--- src/rtl/hvgd_map.svh ---
// Offsets, field positions, codes and reset values of the gate-drive block.
// Assumes inclusion by the package and by each design file; guarded.
//
// Behaviour
// - Two independent channels, each with six stages.
// - Source bit picks first or second timer.
// - Align field: complementary, top, bottom, direct.
// - Direct gate code drives gates, never both.
// - Enabled over-current replaces gates with fault state.
// - Fault code: off, bottom on, top on, off.
// - Disabled over-current leaves outputs untouched.
// - Dead-time clock is system clock over 1/2/4/8.
// - Dead-time enable bit turns insertion on.
// - Dead time lasts count plus one periods.
// - Only rising gate edges are delayed.
// - Both gates on forces both off.
// - Per-gate polarity bit inverts the output.
// - Readback bit shows actual output level.
// - Unused bits read zero, writes ignored.
// - Over-current input is the debounced comparator.
`ifndef HVGD_MAP_SVH
`define HVGD_MAP_SVH
// =============================================================
// Bus geometry and byte offsets.
`define HVGD_AW 6
`define HVGD_DW 32
`define HVGD_OFF_SRC 6'h00
`define HVGD_OFF_ALIGN 6'h04
`define HVGD_OFF_DIRECT 6'h08
`define HVGD_OFF_DT0 6'h0C
`define HVGD_OFF_DT1 6'h10
`define HVGD_OFF_POL 6'h14
`define HVGD_OFF_FAULT 6'h18
`define HVGD_OFF_OCEN 6'h1C
`define HVGD_OFF_LEVEL 6'h20
// =============================================================
// Field positions and reset values.
`define HVGD_DT_CNT 4:0
`define HVGD_DT_EN 5
`define HVGD_DT_SEL 7:6
`define HVGD_RST_WAIT 1'h1
`define HVGD_CNT_W 9
`define HVGD_CNT_ONE 9'h001
// =============================================================
// Mode, gate and bus state codes.
`define HVGD_AL_COMP 2'h0
`define HVGD_AL_TOP 2'h1
`define HVGD_AL_BOT 2'h2
`define HVGD_AL_DIRECT 2'h3
`define HVGD_GC_LOW 2'h1
`define HVGD_GC_HIGH 2'h2
`define HVGD_ST_IDLE 2'h1
`define HVGD_ST_ACK 2'h2
`endif

--- src/rtl/hvgd_pkg.sv ---
// Types shared by the gate-drive top and its channel module.
// Assumes the map header is on the include path.
`include "hvgd_map.svh"
package hvgd_pkg;
   // =============================================================
   // Bus handshake states, one-hot.
   typedef enum logic [1:0] {
      HVGD_IDLE = `HVGD_ST_IDLE,
      HVGD_ACK = `HVGD_ST_ACK
   } hvgd_bus_st_t;
   // Gate pair; top is the upper bit.
   typedef struct packed {
      logic top;
      logic bot;
   } hvgd_gates_t;
   // Per-channel configuration drawn from the registers.
   typedef struct packed {
      logic src;
      logic [1:0] align;
      logic [1:0] direct;
      logic [1:0] fault;
      logic oc_en;
      logic [1:0] dt_sel;
      logic dt_en;
      logic [4:0] dt_cnt;
      logic inv_top;
      logic inv_bot;
   } hvgd_cfg_t;
   // Channel state: dead-time counters, delayed gates, outputs.
   typedef struct packed {
      logic [1:0][`HVGD_CNT_W-1:0] cnt;
      logic [1:0] dly;
      hvgd_gates_t act;
      hvgd_gates_t pin;
   } hvgd_chan_st_t;
   // Top state: bus handshake, registers, level synchroniser.
   typedef struct packed {
      hvgd_bus_st_t st;
      logic wreq;
      logic [`HVGD_DW-1:0] rdata;
      logic [1:0] src;
      logic [3:0] align;
      logic [3:0] direct;
      logic [1:0][7:0] dt;
      logic [3:0] pol;
      logic [3:0] fault;
      logic [1:0] ocen;
      logic [1:0] lvl_m;
      logic [1:0] lvl;
   } hvgd_top_st_t;
endpackage

--- src/rtl/hvgd_chan.sv ---
// One gate-drive channel: source, align, fault, dead time, block, polarity.
// Assumes all inputs come from logic on clk_sys.
`timescale 1ns/1ps
`include "hvgd_map.svh"
module hvgd_chan (
   input wire logic clk_sys,
   input wire logic resetn,
   input wire logic pwm_first,
   input wire logic pwm_second,
   input wire logic oc_level,
   input wire hvgd_pkg::hvgd_cfg_t cfg,
   output hvgd_pkg::hvgd_gates_t gates
);
   // =============================================================
   // Helpers.
   // Gate code decode; code 3 never turns both on.
   function automatic hvgd_pkg::hvgd_gates_t gate_code(input logic [1:0] code);
      hvgd_pkg::hvgd_gates_t g;
      g.top = (code == `HVGD_GC_HIGH);
      g.bot = (code == `HVGD_GC_LOW);
      return g;
   endfunction
   // Dead time in system cycles: (count + 1) << divider select.
   function automatic logic [`HVGD_CNT_W-1:0] dt_cycles(input logic [1:0] sel,
                                                      input logic [4:0] cnt);
      return (`HVGD_CNT_W'(cnt) + `HVGD_CNT_ONE) << sel;
   endfunction
   hvgd_pkg::hvgd_chan_st_t s; // Registered state.
   hvgd_pkg::hvgd_chan_st_t d; // Next state.
   logic src; // Selected PWM.
   hvgd_pkg::hvgd_gates_t raw; // Gates after align and fault.
   logic [1:0] raw_v; // Same, as a vector, top high.
   logic [1:0] dtv; // Gates after dead time and blocking.
   logic [`HVGD_CNT_W-1:0] tgt; // Dead time in cycles.
   // =============================================================
   // Stages run in fixed order inside one process.
   always_comb
   begin
      d = s;
      src = cfg.src ? pwm_second : pwm_first;
      case (cfg.align)
         `HVGD_AL_COMP: raw = '{top: src, bot: !src};
         `HVGD_AL_TOP: raw = '{top: src, bot: 1'b0};
         `HVGD_AL_BOT: raw = '{top: 1'b0, bot: src};
         default: raw = gate_code(cfg.direct);
      endcase
      // The debounced trip only matters when enabled.
      if (cfg.oc_en && oc_level)
      begin
         raw = gate_code(cfg.fault);
      end
      raw_v = raw;
      tgt = dt_cycles(cfg.dt_sel, cfg.dt_cnt);
      dtv = '0;
      // A low gate clears its counter, so falls pass at once.
      for (int i = 0; i < 2; i++)
      begin
         if (!raw_v[i])
         begin
            d.cnt[i] = '0;
            d.dly[i] = 1'b0;
         end
         else if (!s.dly[i])
         begin
            if (s.cnt[i] == tgt - `HVGD_CNT_ONE)
            begin
               d.dly[i] = 1'b1;
            end
            else
            begin
               d.cnt[i] = s.cnt[i] + `HVGD_CNT_ONE;
            end
         end
         dtv[i] = raw_v[i] & (s.dly[i] | !cfg.dt_en);
      end
      // Both on is never allowed through, whatever the cause.
      if (&dtv)
      begin
         dtv = '0;
      end
      d.act = dtv;
      d.pin.top = dtv[1] ^ cfg.inv_top;
      d.pin.bot = dtv[0] ^ cfg.inv_bot;
   end
   // State register; everything resets to gates off.
   always_ff @(posedge clk_sys or negedge resetn)
   begin
      if (!resetn)
         s <= '0;
      else
         s <= d;
   end
   assign gates = s.pin;
endmodule // hvgd_chan

--- src/rtl/hvgd_top.sv ---
// Gate-drive control top: Avalon-MM register slave and two channels.
// Assumes PWM and over-current inputs are on clk_sys; the output
// level readback comes from pins and is synchronised here.
//
// Local design decisions: the Avalon-MM slave port and the placing of the registers.
`timescale 1ns/1ps
`include "hvgd_map.svh"
module hvgd_top (
   input wire logic clk_sys,
   input wire logic resetn,
   input wire logic [`HVGD_AW-1:0] avs_address,
   input wire logic avs_read,
   input wire logic avs_write,
   input wire logic [`HVGD_DW-1:0] avs_writedata,
   input wire logic [3:0] avs_byteenable,
   output logic [`HVGD_DW-1:0] avs_readdata,
   output logic avs_waitrequest,
   input wire logic first_pwm_timer,
   input wire logic second_pwm_timer,
   input wire logic overcurrent_comparator_out,
   input wire logic [1:0] hv_output_level,
   output hvgd_pkg::hvgd_gates_t [1:0] gates
);
   // =============================================================
   // Helper functions.

   // Register read decode.
   // Unmapped offsets read as zero.
   // Every unused bit is zero-filled here.
   function automatic logic [`HVGD_DW-1:0] rd_word(
      input hvgd_pkg::hvgd_top_st_t t,
      input logic [`HVGD_AW-1:0] a
   );
      logic [`HVGD_DW-1:0] w;
      w = '0;
      if (a == `HVGD_OFF_SRC)
         w[1:0] = t.src;
      else if (a == `HVGD_OFF_ALIGN)
         w[3:0] = t.align;
      else if (a == `HVGD_OFF_DIRECT)
         w[3:0] = t.direct;
      else if (a == `HVGD_OFF_DT0)
         w[7:0] = t.dt[0];
      else if (a == `HVGD_OFF_DT1)
         w[7:0] = t.dt[1];
      else if (a == `HVGD_OFF_POL)
         w[3:0] = t.pol;
      else if (a == `HVGD_OFF_FAULT)
         w[3:0] = t.fault;
      else if (a == `HVGD_OFF_OCEN)
      begin
         // Enables sit at bits 3 and 1.
         w[3] = t.ocen[1];
         w[1] = t.ocen[0];
      end
      else if (a == `HVGD_OFF_LEVEL)
         w[1:0] = t.lvl;
      return w;
   endfunction

   // Per-channel configuration slice.
   // Channel n owns bit pair 2n+1 (top) and 2n (bottom).
   function automatic hvgd_pkg::hvgd_cfg_t chan_cfg(
      input hvgd_pkg::hvgd_top_st_t t,
      input int ch
   );
      hvgd_pkg::hvgd_cfg_t c;
      c.src = t.src[ch];
      c.align = t.align[2*ch +: 2];
      c.direct = t.direct[2*ch +: 2];
      c.fault = t.fault[2*ch +: 2];
      c.oc_en = t.ocen[ch];
      c.dt_sel = t.dt[ch][`HVGD_DT_SEL];
      c.dt_en = t.dt[ch][`HVGD_DT_EN];
      c.dt_cnt = t.dt[ch][`HVGD_DT_CNT];
      c.inv_top = t.pol[2*ch+1];
      c.inv_bot = t.pol[2*ch];
      return c;
   endfunction

   // =============================================================
   // State.

   // All state of the top lives in one struct.
   hvgd_pkg::hvgd_top_st_t s;
   // Next value of the state.
   hvgd_pkg::hvgd_top_st_t d;
   // Write strobe for the low byte lane.
   logic wr_lane;

   // =============================================================
   // Next-state logic.

   // One request is answered per two-cycle handshake.
   // Waitrequest stays high except in the answer cycle.
   // This costs a cycle per access but keeps the
   // read data and the write on the same edge the master sees.
   always_comb
   begin
      d = s;
      wr_lane = avs_write && avs_byteenable[0];
      // Pin level passes two flip-flops before use.
      d.lvl_m = hv_output_level;
      // Only the second stage is ever read.
      d.lvl = s.lvl_m;
      case (s.st)
         hvgd_pkg::HVGD_IDLE:
         begin
            // A new request is taken here.
            if (avs_read || avs_write)
            begin
               d.st = hvgd_pkg::HVGD_ACK;
               d.wreq = 1'b0;
               // Read data is ready for the answer cycle.
               if (avs_read)
                  d.rdata = rd_word(s, avs_address);
               else
                  d.rdata = '0;
            end
         end
         hvgd_pkg::HVGD_ACK:
         begin
            // The master sees waitrequest low at this edge.
            d.st = hvgd_pkg::HVGD_IDLE;
            d.wreq = `HVGD_RST_WAIT;
            d.rdata = '0;
            // Writes take effect at that same edge.
            // Bits beyond each field are dropped.
            if (wr_lane)
            begin
               if (avs_address == `HVGD_OFF_SRC)
                  d.src = avs_writedata[1:0];
               else if (avs_address == `HVGD_OFF_ALIGN)
                  d.align = avs_writedata[3:0];
               else if (avs_address == `HVGD_OFF_DIRECT)
                  d.direct = avs_writedata[3:0];
               else if (avs_address == `HVGD_OFF_DT0)
                  d.dt[0] = avs_writedata[7:0];
               else if (avs_address == `HVGD_OFF_DT1)
                  d.dt[1] = avs_writedata[7:0];
               else if (avs_address == `HVGD_OFF_POL)
                  d.pol = avs_writedata[3:0];
               else if (avs_address == `HVGD_OFF_FAULT)
                  d.fault = avs_writedata[3:0];
               else if (avs_address == `HVGD_OFF_OCEN)
               begin
                  // Only bits 3 and 1 exist.
                  d.ocen[1] = avs_writedata[3];
                  d.ocen[0] = avs_writedata[1];
               end
               // Readback and unmapped writes do nothing.
            end
         end
         default:
         begin
            // Recover from an illegal code.
            d.st = hvgd_pkg::HVGD_IDLE;
            d.wreq = `HVGD_RST_WAIT;
            d.rdata = '0;
         end
      endcase
   end

   // =============================================================
   // State register.

   // Asynchronous reset to constants only.
   // Registers power up as zero, gates off.
   always_ff @(posedge clk_sys or negedge resetn)
   begin
      if (!resetn)
      begin
         s <= '0;
         s.st <= hvgd_pkg::HVGD_IDLE;
         s.wreq <= `HVGD_RST_WAIT;
      end
      else
      begin
         s <= d;
      end
   end

   // Bus outputs come straight from the state flops.
   assign avs_readdata = s.rdata;
   assign avs_waitrequest = s.wreq;

   // =============================================================
   // Channels.

   // Two identical, independent channels.
   // Both see the one debounced comparator output.
   for (genvar i = 0; i < 2; i++)
   begin : g_ch
      // Configuration slice of this channel.
      hvgd_pkg::hvgd_cfg_t cfg;
      assign cfg = chan_cfg(s, i);
      // Gate outputs are flops inside the channel.
      hvgd_chan u_chan (
         .clk_sys(clk_sys),
         .resetn(resetn),
         .pwm_first(first_pwm_timer),
         .pwm_second(second_pwm_timer),
         .oc_level(overcurrent_comparator_out),
         .cfg(cfg),
         .gates(gates[i])
      );
   end
endmodule // hvgd_top

--- config.mk ---
export PLATFORM = sky130hd
export DESIGN_NAME = hvgd_top
export DESIGN_NICKNAME = d
export VERILOG_FILES = /design/src/rtl/hvgd_pkg.sv /design/src/rtl/hvgd_chan.sv /design/src/rtl/hvgd_top.sv
export VERILOG_INCLUDE_DIRS = /design/src /design/src/rtl
export SDC_FILE = /design/constraint.sdc
export NUM_CORES = 1
export LEC_CHECK = 0
export BUFFER_PORTS_ARGS = -buffer_cell sky130_fd_sc_hd__buf_2
export CORE_ASPECT_RATIO = 0.9
export CORE_UTILIZATION = 35
export DETAILED_ROUTE_END_ITERATION = 16
export PLACE_DENSITY = 0.63
export SETUP_SLACK_MARGIN = 0.3
export SYNTH_ARGS = -nofsm -noshare
export SYNTH_HDL_FRONTEND = slang
export SYNTH_SLANG_ARGS = --single-unit
--- constraint.sdc ---
create_clock -name clk_sys -period 9.51 [get_ports clk_sys]
set_clock_uncertainty 0.05 [all_clocks]
set_input_delay 0.4755 -clock clk_sys [delete_from_list [all_inputs] [get_ports clk_sys]]
set_output_delay 0.4755 -clock clk_sys [all_outputs]
set_load 0.02 [all_outputs]
; ---- After elaboration in Yosys (flattened, before gate mapping)
; Cells that the tools add are included.
[classes]
add_sub_neg = 8
eq_ne = 35
shift = 2
n_mux = 52
n_bitwise = 19
reduce_logical = 25
[ops]
columns = operator, count
row1 = $mux W9, 12
row2 = $mux W35, 2
row3 = $add A9 B1 Y9 const B, 4
row4 = $eq A9 B9 Y1, 4
row5 = $mux W4, 7
row6 = $eq A6 B5 Y1 const B, 4
row7 = $mux W1, 19
row8 = $ne A2 B2 Y1 const B, 9
row9 = $shl A9 B2 Y9, 2
row10 = $sub A9 B1 Y9 const B, 2
row11 = $mux W8, 2
row12 = $eq A2 B1 Y1 const B, 7
row13 = $eq A2 B2 Y1 const B, 7
row14 = $mux W2, 7
row15 = $add A5 B1 Y6 const B, 2
row16 = $eq A6 B4 Y1 const B, 2
row17 = $pmux W2 S3, 2
row18 = $reduce_and A2 Y1, 6
row19 = $reduce_and A10 Y1, 1
row20 = $reduce_and A9 Y1, 1
row21 = $reduce_and A8 Y1, 1
row22 = $not A1 Y1, 7
row23 = $reduce_and A7 Y1, 1
row24 = $eq A6 B3 Y1 const B, 1
row25 = 14 further kinds, 29
[word_totals]
reg_bits = 119
inputBits = 51
output_inout_bits = 37
wordCells = 164

; ---- Logic depth before layout (Yosys ltp)
[depth]
depth_word = 13
mapped_depth = 16
depth_no_buf = 13

; ---- Modules after synthesis
; Synthesis repeated with hierarchy kept, for this count alone.
[unflattened]
cells_unflattened = 776
area_unflattened_um2 = 7078.0
[by_module_without_submodules]
columns = module, n_inst, cells_per_inst, area_each_um2, seq_area_each_um2
row1 = hvgd_top, 1, 221, 2627.5, 1252.5
row2 = hvgd_chan at g_ch[0].u_chan, 1, 289, 2299.7, 550.5
row3 = hvgd_chan at g_ch[1].u_chan, 1, 266, 2150.8, 550.5

; ---- Worst setup path before layout
; Ideal clock, no wire load.
[synth_path]
path_type = register to register
from = reg s, in the netlist g_ch[0].cfg[8]
to = reg g_ch[0].u_chan.s[23] in the netlist's numbering
setup_ps = 78
arrival_ps = 3424
path_slack_ps = 5958
stages_incl_launch_ff = 16
path_buffers = 4
period_less_slack_ps = 3552
cell_sequence = dfrtp_1 clkbuf_1 clkbuf_1 clkbuf_1 nor3_1 inv_1 ha_1 nand3_1 o31a_1 nor4b_1 a2bb2oi_1 xor2_1 and4_1 buf_6 or4_1 a21oi_1
[synth_between]
elab_chain_len = 5
[synth_rtl]
columns = element, line_no
row1 = "start, declared", hvgd_top.sv:85  ; hvgd_pkg::hvgd_top_st_t s;
row2 = $shl A9 B2 Y9, hvgd_chan.sv:26  ; return (`HVGD_CNT_W'(cnt) + `HVGD_CNT_ONE) << sel;
row3 = $sub A9 B1 Y9 (no source line), -
row4 = $eq A9 B9 Y1 (no source line), -
row5 = $ne A2 B2 Y1 (no source line), -
row6 = $reduce_and A2 Y1 (no source line), -
row7 = "end signal, assigned", hvgd_chan.sv:89  ; s <= '0;
row8 = "end signal, assigned", hvgd_chan.sv:91  ; s <= d;
row9 = "end, declared", hvgd_chan.sv:28  ; hvgd_pkg::hvgd_chan_st_t s;
; Every way passes these cells.
; A chain may end at the register's enable or synchronous reset.

; ---- Worst setup path in the final report
[layout_path]
from = reg s, in the netlist g_ch[1].cfg[2]
to = reg g_ch[1].u_chan.s[18] in the netlist's numbering
[layout_between]
elab_chain_len = 6
[layout_rtl]
columns = element, line_no
row1 = $add A5 B1 Y6 (no source line), -
row2 = $shl A9 B2 Y9, hvgd_chan.sv:26
row3 = $sub A9 B1 Y9 (no source line), -
row4 = $eq A9 B9 Y1 (no source line), -
row5 = $ne A2 B2 Y1 (no source line), -
row6 = $reduce_and A2 Y1 (no source line), -
row7 = "end signal, assigned", hvgd_chan.sv:89
row8 = "end signal, assigned", hvgd_chan.sv:91
row9 = "end, declared", hvgd_chan.sv:28
; Every way passes these cells.

==> results_dict.tcl <==
set metrics [dict create \
    required_ns 9.70 \
    ys_seq_area_share_pct 35.3 \
    top_layer "met4" \
    critical_path.max_fanout 13 \
    path_clk_slew_ns 0.07 \
    dpl_cell_area_um2 6840 \
    wl_met3_um 719 \
    postSynthAreaPerCell_um2 9.36 \
    worst_skew_pair.late_latency_ns 0.36 \
    utilization_pct 38.5 \
    synth_top_family_by_area "simple AND/OR/NAND/NOR gates" \
    slew_headroom_pct 35.3 \
    muxShareOfSynthArea_pct 11.5 \
    worstSetupEndpointType "register" \
    synth.most_common_cell "dfrtp_1" \
    fin_cells 970 \
    drtIter0Drc 351 \
    layout-drive-gt1-share_pct 16.3 \
    min-delay-start "hv_output_level[1]" \
    synth_commonest_cells "dfrtp_1 (93), nand2_1 (65), nor2_1 (45)" \
    drc 0 \
    die_w_um 148 \
    wl_per_cell_um 15.4 \
    synth_edf_count 0 \
    hold_path_depth 1 \
    dp_hpwl_mm 11.0 \
    first_global_vias 4716 \
    post-route-period-util_pct 46.7 \
    syn_area_um2 6670 \
    fp.dieH_um 133 \
    ios 88 \
    rsz0062_at_grt "false" \
    crit_type "register to register" \
    synth_fa_ha_area_share_pct 1.50 \
    synth_top_area_share_pct 34.9 \
    insertedDiodeCount 0 \
    rrSetupSlack_ns 5.06 \
    post_drt_via_cell_ratio 5.36 \
    status "complete, no violations" \
    antenna_found_initial 0 \
    synth-compound-area-share_pct 15.4 \
    synth_top_flop_cell "dfrtp_1" \
    synth_top_area_cell "dfrtp_1" \
    setup_tns_ns 0 \
    place_inst 953 \
    finalWirelength_mm 14.9 \
    clk_path_buf_depth 2 \
    ff2ff_path_depth 10 \
    ys_ff_latch 94 \
    fmax_mhz 225 \
    setup_violations 0 \
    cts_setup_buffers 0 \
    yosys.area_share.simple_pct 19.6 \
    grt-ovfl-total 0 \
    cpMaxStageDelayCell "a211oi_1" \
    grt_pass1_wl_mm 25.1 \
    synth_cells 713 \
    grtUsageTotal_pct 16.1 \
    async_flop_share_pct 100 \
    cts_inserted_buffers 9 \
    clock_sinks 94 \
    crit_chain "ha_1 > xnor2_1 > a21oi_1 > a211oi_1 > nand4_1 > mux2i_1 > xnor2_1 > a31oi_1 > nand4_1 > mux2_2" \
    met1_length_mm 7.82 \
    post-place-ws_ns 5.16 \
    nets 779 \
    grt_max_degree 79 \
    p_leak_nw 3.22 \
    hold_viol_final 0 \
    htree_levels 3 \
    maxCapViolCount 0 \
    routed-via-count 5199 \
    worst_slew_pin_slew_ns 0.966 \
    min_to "d[1]" \
    synth_warnings 0 \
    ys_top_cells_by_area "dfrtp_1 (35%), mux2_2 (6.8%), xnor2_1 (5.0%)" \
    num_rows 47 \
    port_buffers 36 \
    postRouteAntennaNets 0 \
    power_density_nw_per_um2 154 \
    die_area_um2 19600 \
    fillCellCount 1875 \
    r2r_start "g_ch[1].cfg[2]" \
    finalWorstSetupSlack_ns 5.06 \
    start_util_pct 36.0 \
    slowest_delay_ns 0.80 \
    critPathArrivalTime_ns 4.63 \
    cp-start-kind "register" \
    synth.distinct_cells 83 \
    cts_tree "done" \
    peakVddDrop_mv 0.0836 \
    drtPass1Iterations 6 \
    fin_area_um2 7130 \
    syn2layout_area_growth_pct 6.87 \
    fin_crit_ns 4.45 \
    gp_congestion 0.815 \
    r2r-end "g_ch[1].u_chan.s[18]" \
    synth-xor-area-share_pct 8.74 \
    ctsResizeCount 0 \
    hold_path.class "primary input to register" \
    dr_wl_met2_mm 6.20 \
    cts_root_buf "clkbuf_16" \
    slew_violations 0 \
    coreArea_um2 18500 \
]
-- worst max-delay path, delay by kind of cell (launching register included) --
family | cells | cell delay [ns]
compound gates | 3 | 1.69
xor+xnor | 2 | 0.56
fa+ha+maj | 1 | 0.35
flops | 1 | 0.53
mux | 2 | 0.75
simple gates | 2 | 0.40
-- cells in the final DEF (no fill, tap or decap), types with 5 or more instances in the layout --
cell	synthesis	routed
nor4_1	5	5
a21oi_1	22	22
buf_2	6	35
nand2_1	65	65
o21a_1	5	5
a22o_1	6	6
clkbuf_16	0	9
and3_1	11	11
nor3_1	19	19
nand4_1	15	15
o21ai_0	28	28
mux2i_1	27	27
xor2_1	15	15
ha_1	8	8
nand2b_1	14	14
conb_1	1	24
a21o_1	6	6
buf_4	36	6
a31oi_1	7	7
nand4b_1	6	6
nand3_1	25	25
inv_1	23	23
mux2_2	40	40
a211oi_1	6	6
dfrtp_1	93	93
nor2_1	45	45
xnor2_1	38	38
nor2b_1	9	9
nor3b_1	6	6
-- what timing repair did --
| item | in CTS | in global routing |
|---|---|---|
| endpoints found under the hold margin | 16 | 0 |
| setup endpoints to repair | 0 | 0 |
| hold buffers | 1 | 0 |
-- sequential cells by signal (all words and copies together), names as in the netlist --
signal and count:
s 4, avs_readdata 8, d 2, g_ch.u_chan.s 40
g_ch.u_chan.gates 4, g_ch.cfg 36
-- area by class of cell --
class | instances | area [µm²] | area share (%)
well taps | 245 | 307 | 4.30
repair buffers | 42 | 230 | 3.23
flip-flops and latches | 94 | 2350 | 33.0
inverters | 23 | 86.3 | 1.21
multi-input cells | 550 | 3880 | 54.4
clock buffers | 9 | 225 | 3.16
clock inverters | 7 | 48.8 | 0.685
-- kinds of logic (layout without fill, tap and decap cells) --
| logic type | Yosys count | count (layout) |
|---|---|---|
| AND/OR/NAND/NOR | 249 | 249 |
| AO/OA/AOI/OAI | 142 | 142 |
| flip-flops | 94 | 94 |
| buffers and inverters | 92 | 81 |
| multiplexers | 69 | 69 |
| XOR/XNOR | 58 | 58 |
| adder cells (fa/ha/maj) | 8 | 8 |
| other | 1 | 24 |
-- where the power goes --
part / internal (mW) / total (mW) / switching, mW
combinational: 0.106 / 0.278 / 0.172
sequential: 0.432 / 0.473 / 0.0409
clock: 0.178 / 0.345 / 0.167
-- worst max-delay path by stage --
| stage | start | endpoint | slack, ns |
|---|---|---|---|
| after floorplan | g_ch[0].cfg[8] | g_ch[0].u_chan.s[23] | 5.96 |
| after global placement | g_ch[1].cfg[2] | g_ch[1].u_chan.s[18] | 5.13 |
| after detailed placement | g_ch[1].cfg[2] | g_ch[1].u_chan.s[18] | 5.16 |
| after CTS | g_ch[1].cfg[2] | g_ch[1].u_chan.s[18] | 5.09 |
| after global routing | g_ch[1].cfg[2] | g_ch[1].u_chan.s[18] | 4.60 |
| final | g_ch[1].cfg[2] | g_ch[1].u_chan.s[18] | 5.06 |
-- metrics by stage --
step	hold slack [ns]	total power, mW
floorplan	0.130	0.712
global placement	0.284	0.754
detailed placement	0.289	0.758
CTS	0.163	1.10
global route	0.167	1.16
finish	0.170	1.10
-- routing by layer --
layer,up-vias,track usage (%)
met4,0,4.81
met5,-,0
li1,2566,-
met1,2486,25.0
met2,135,22.4
met3,12,2.97
Power figures use the tool's default switching activity.
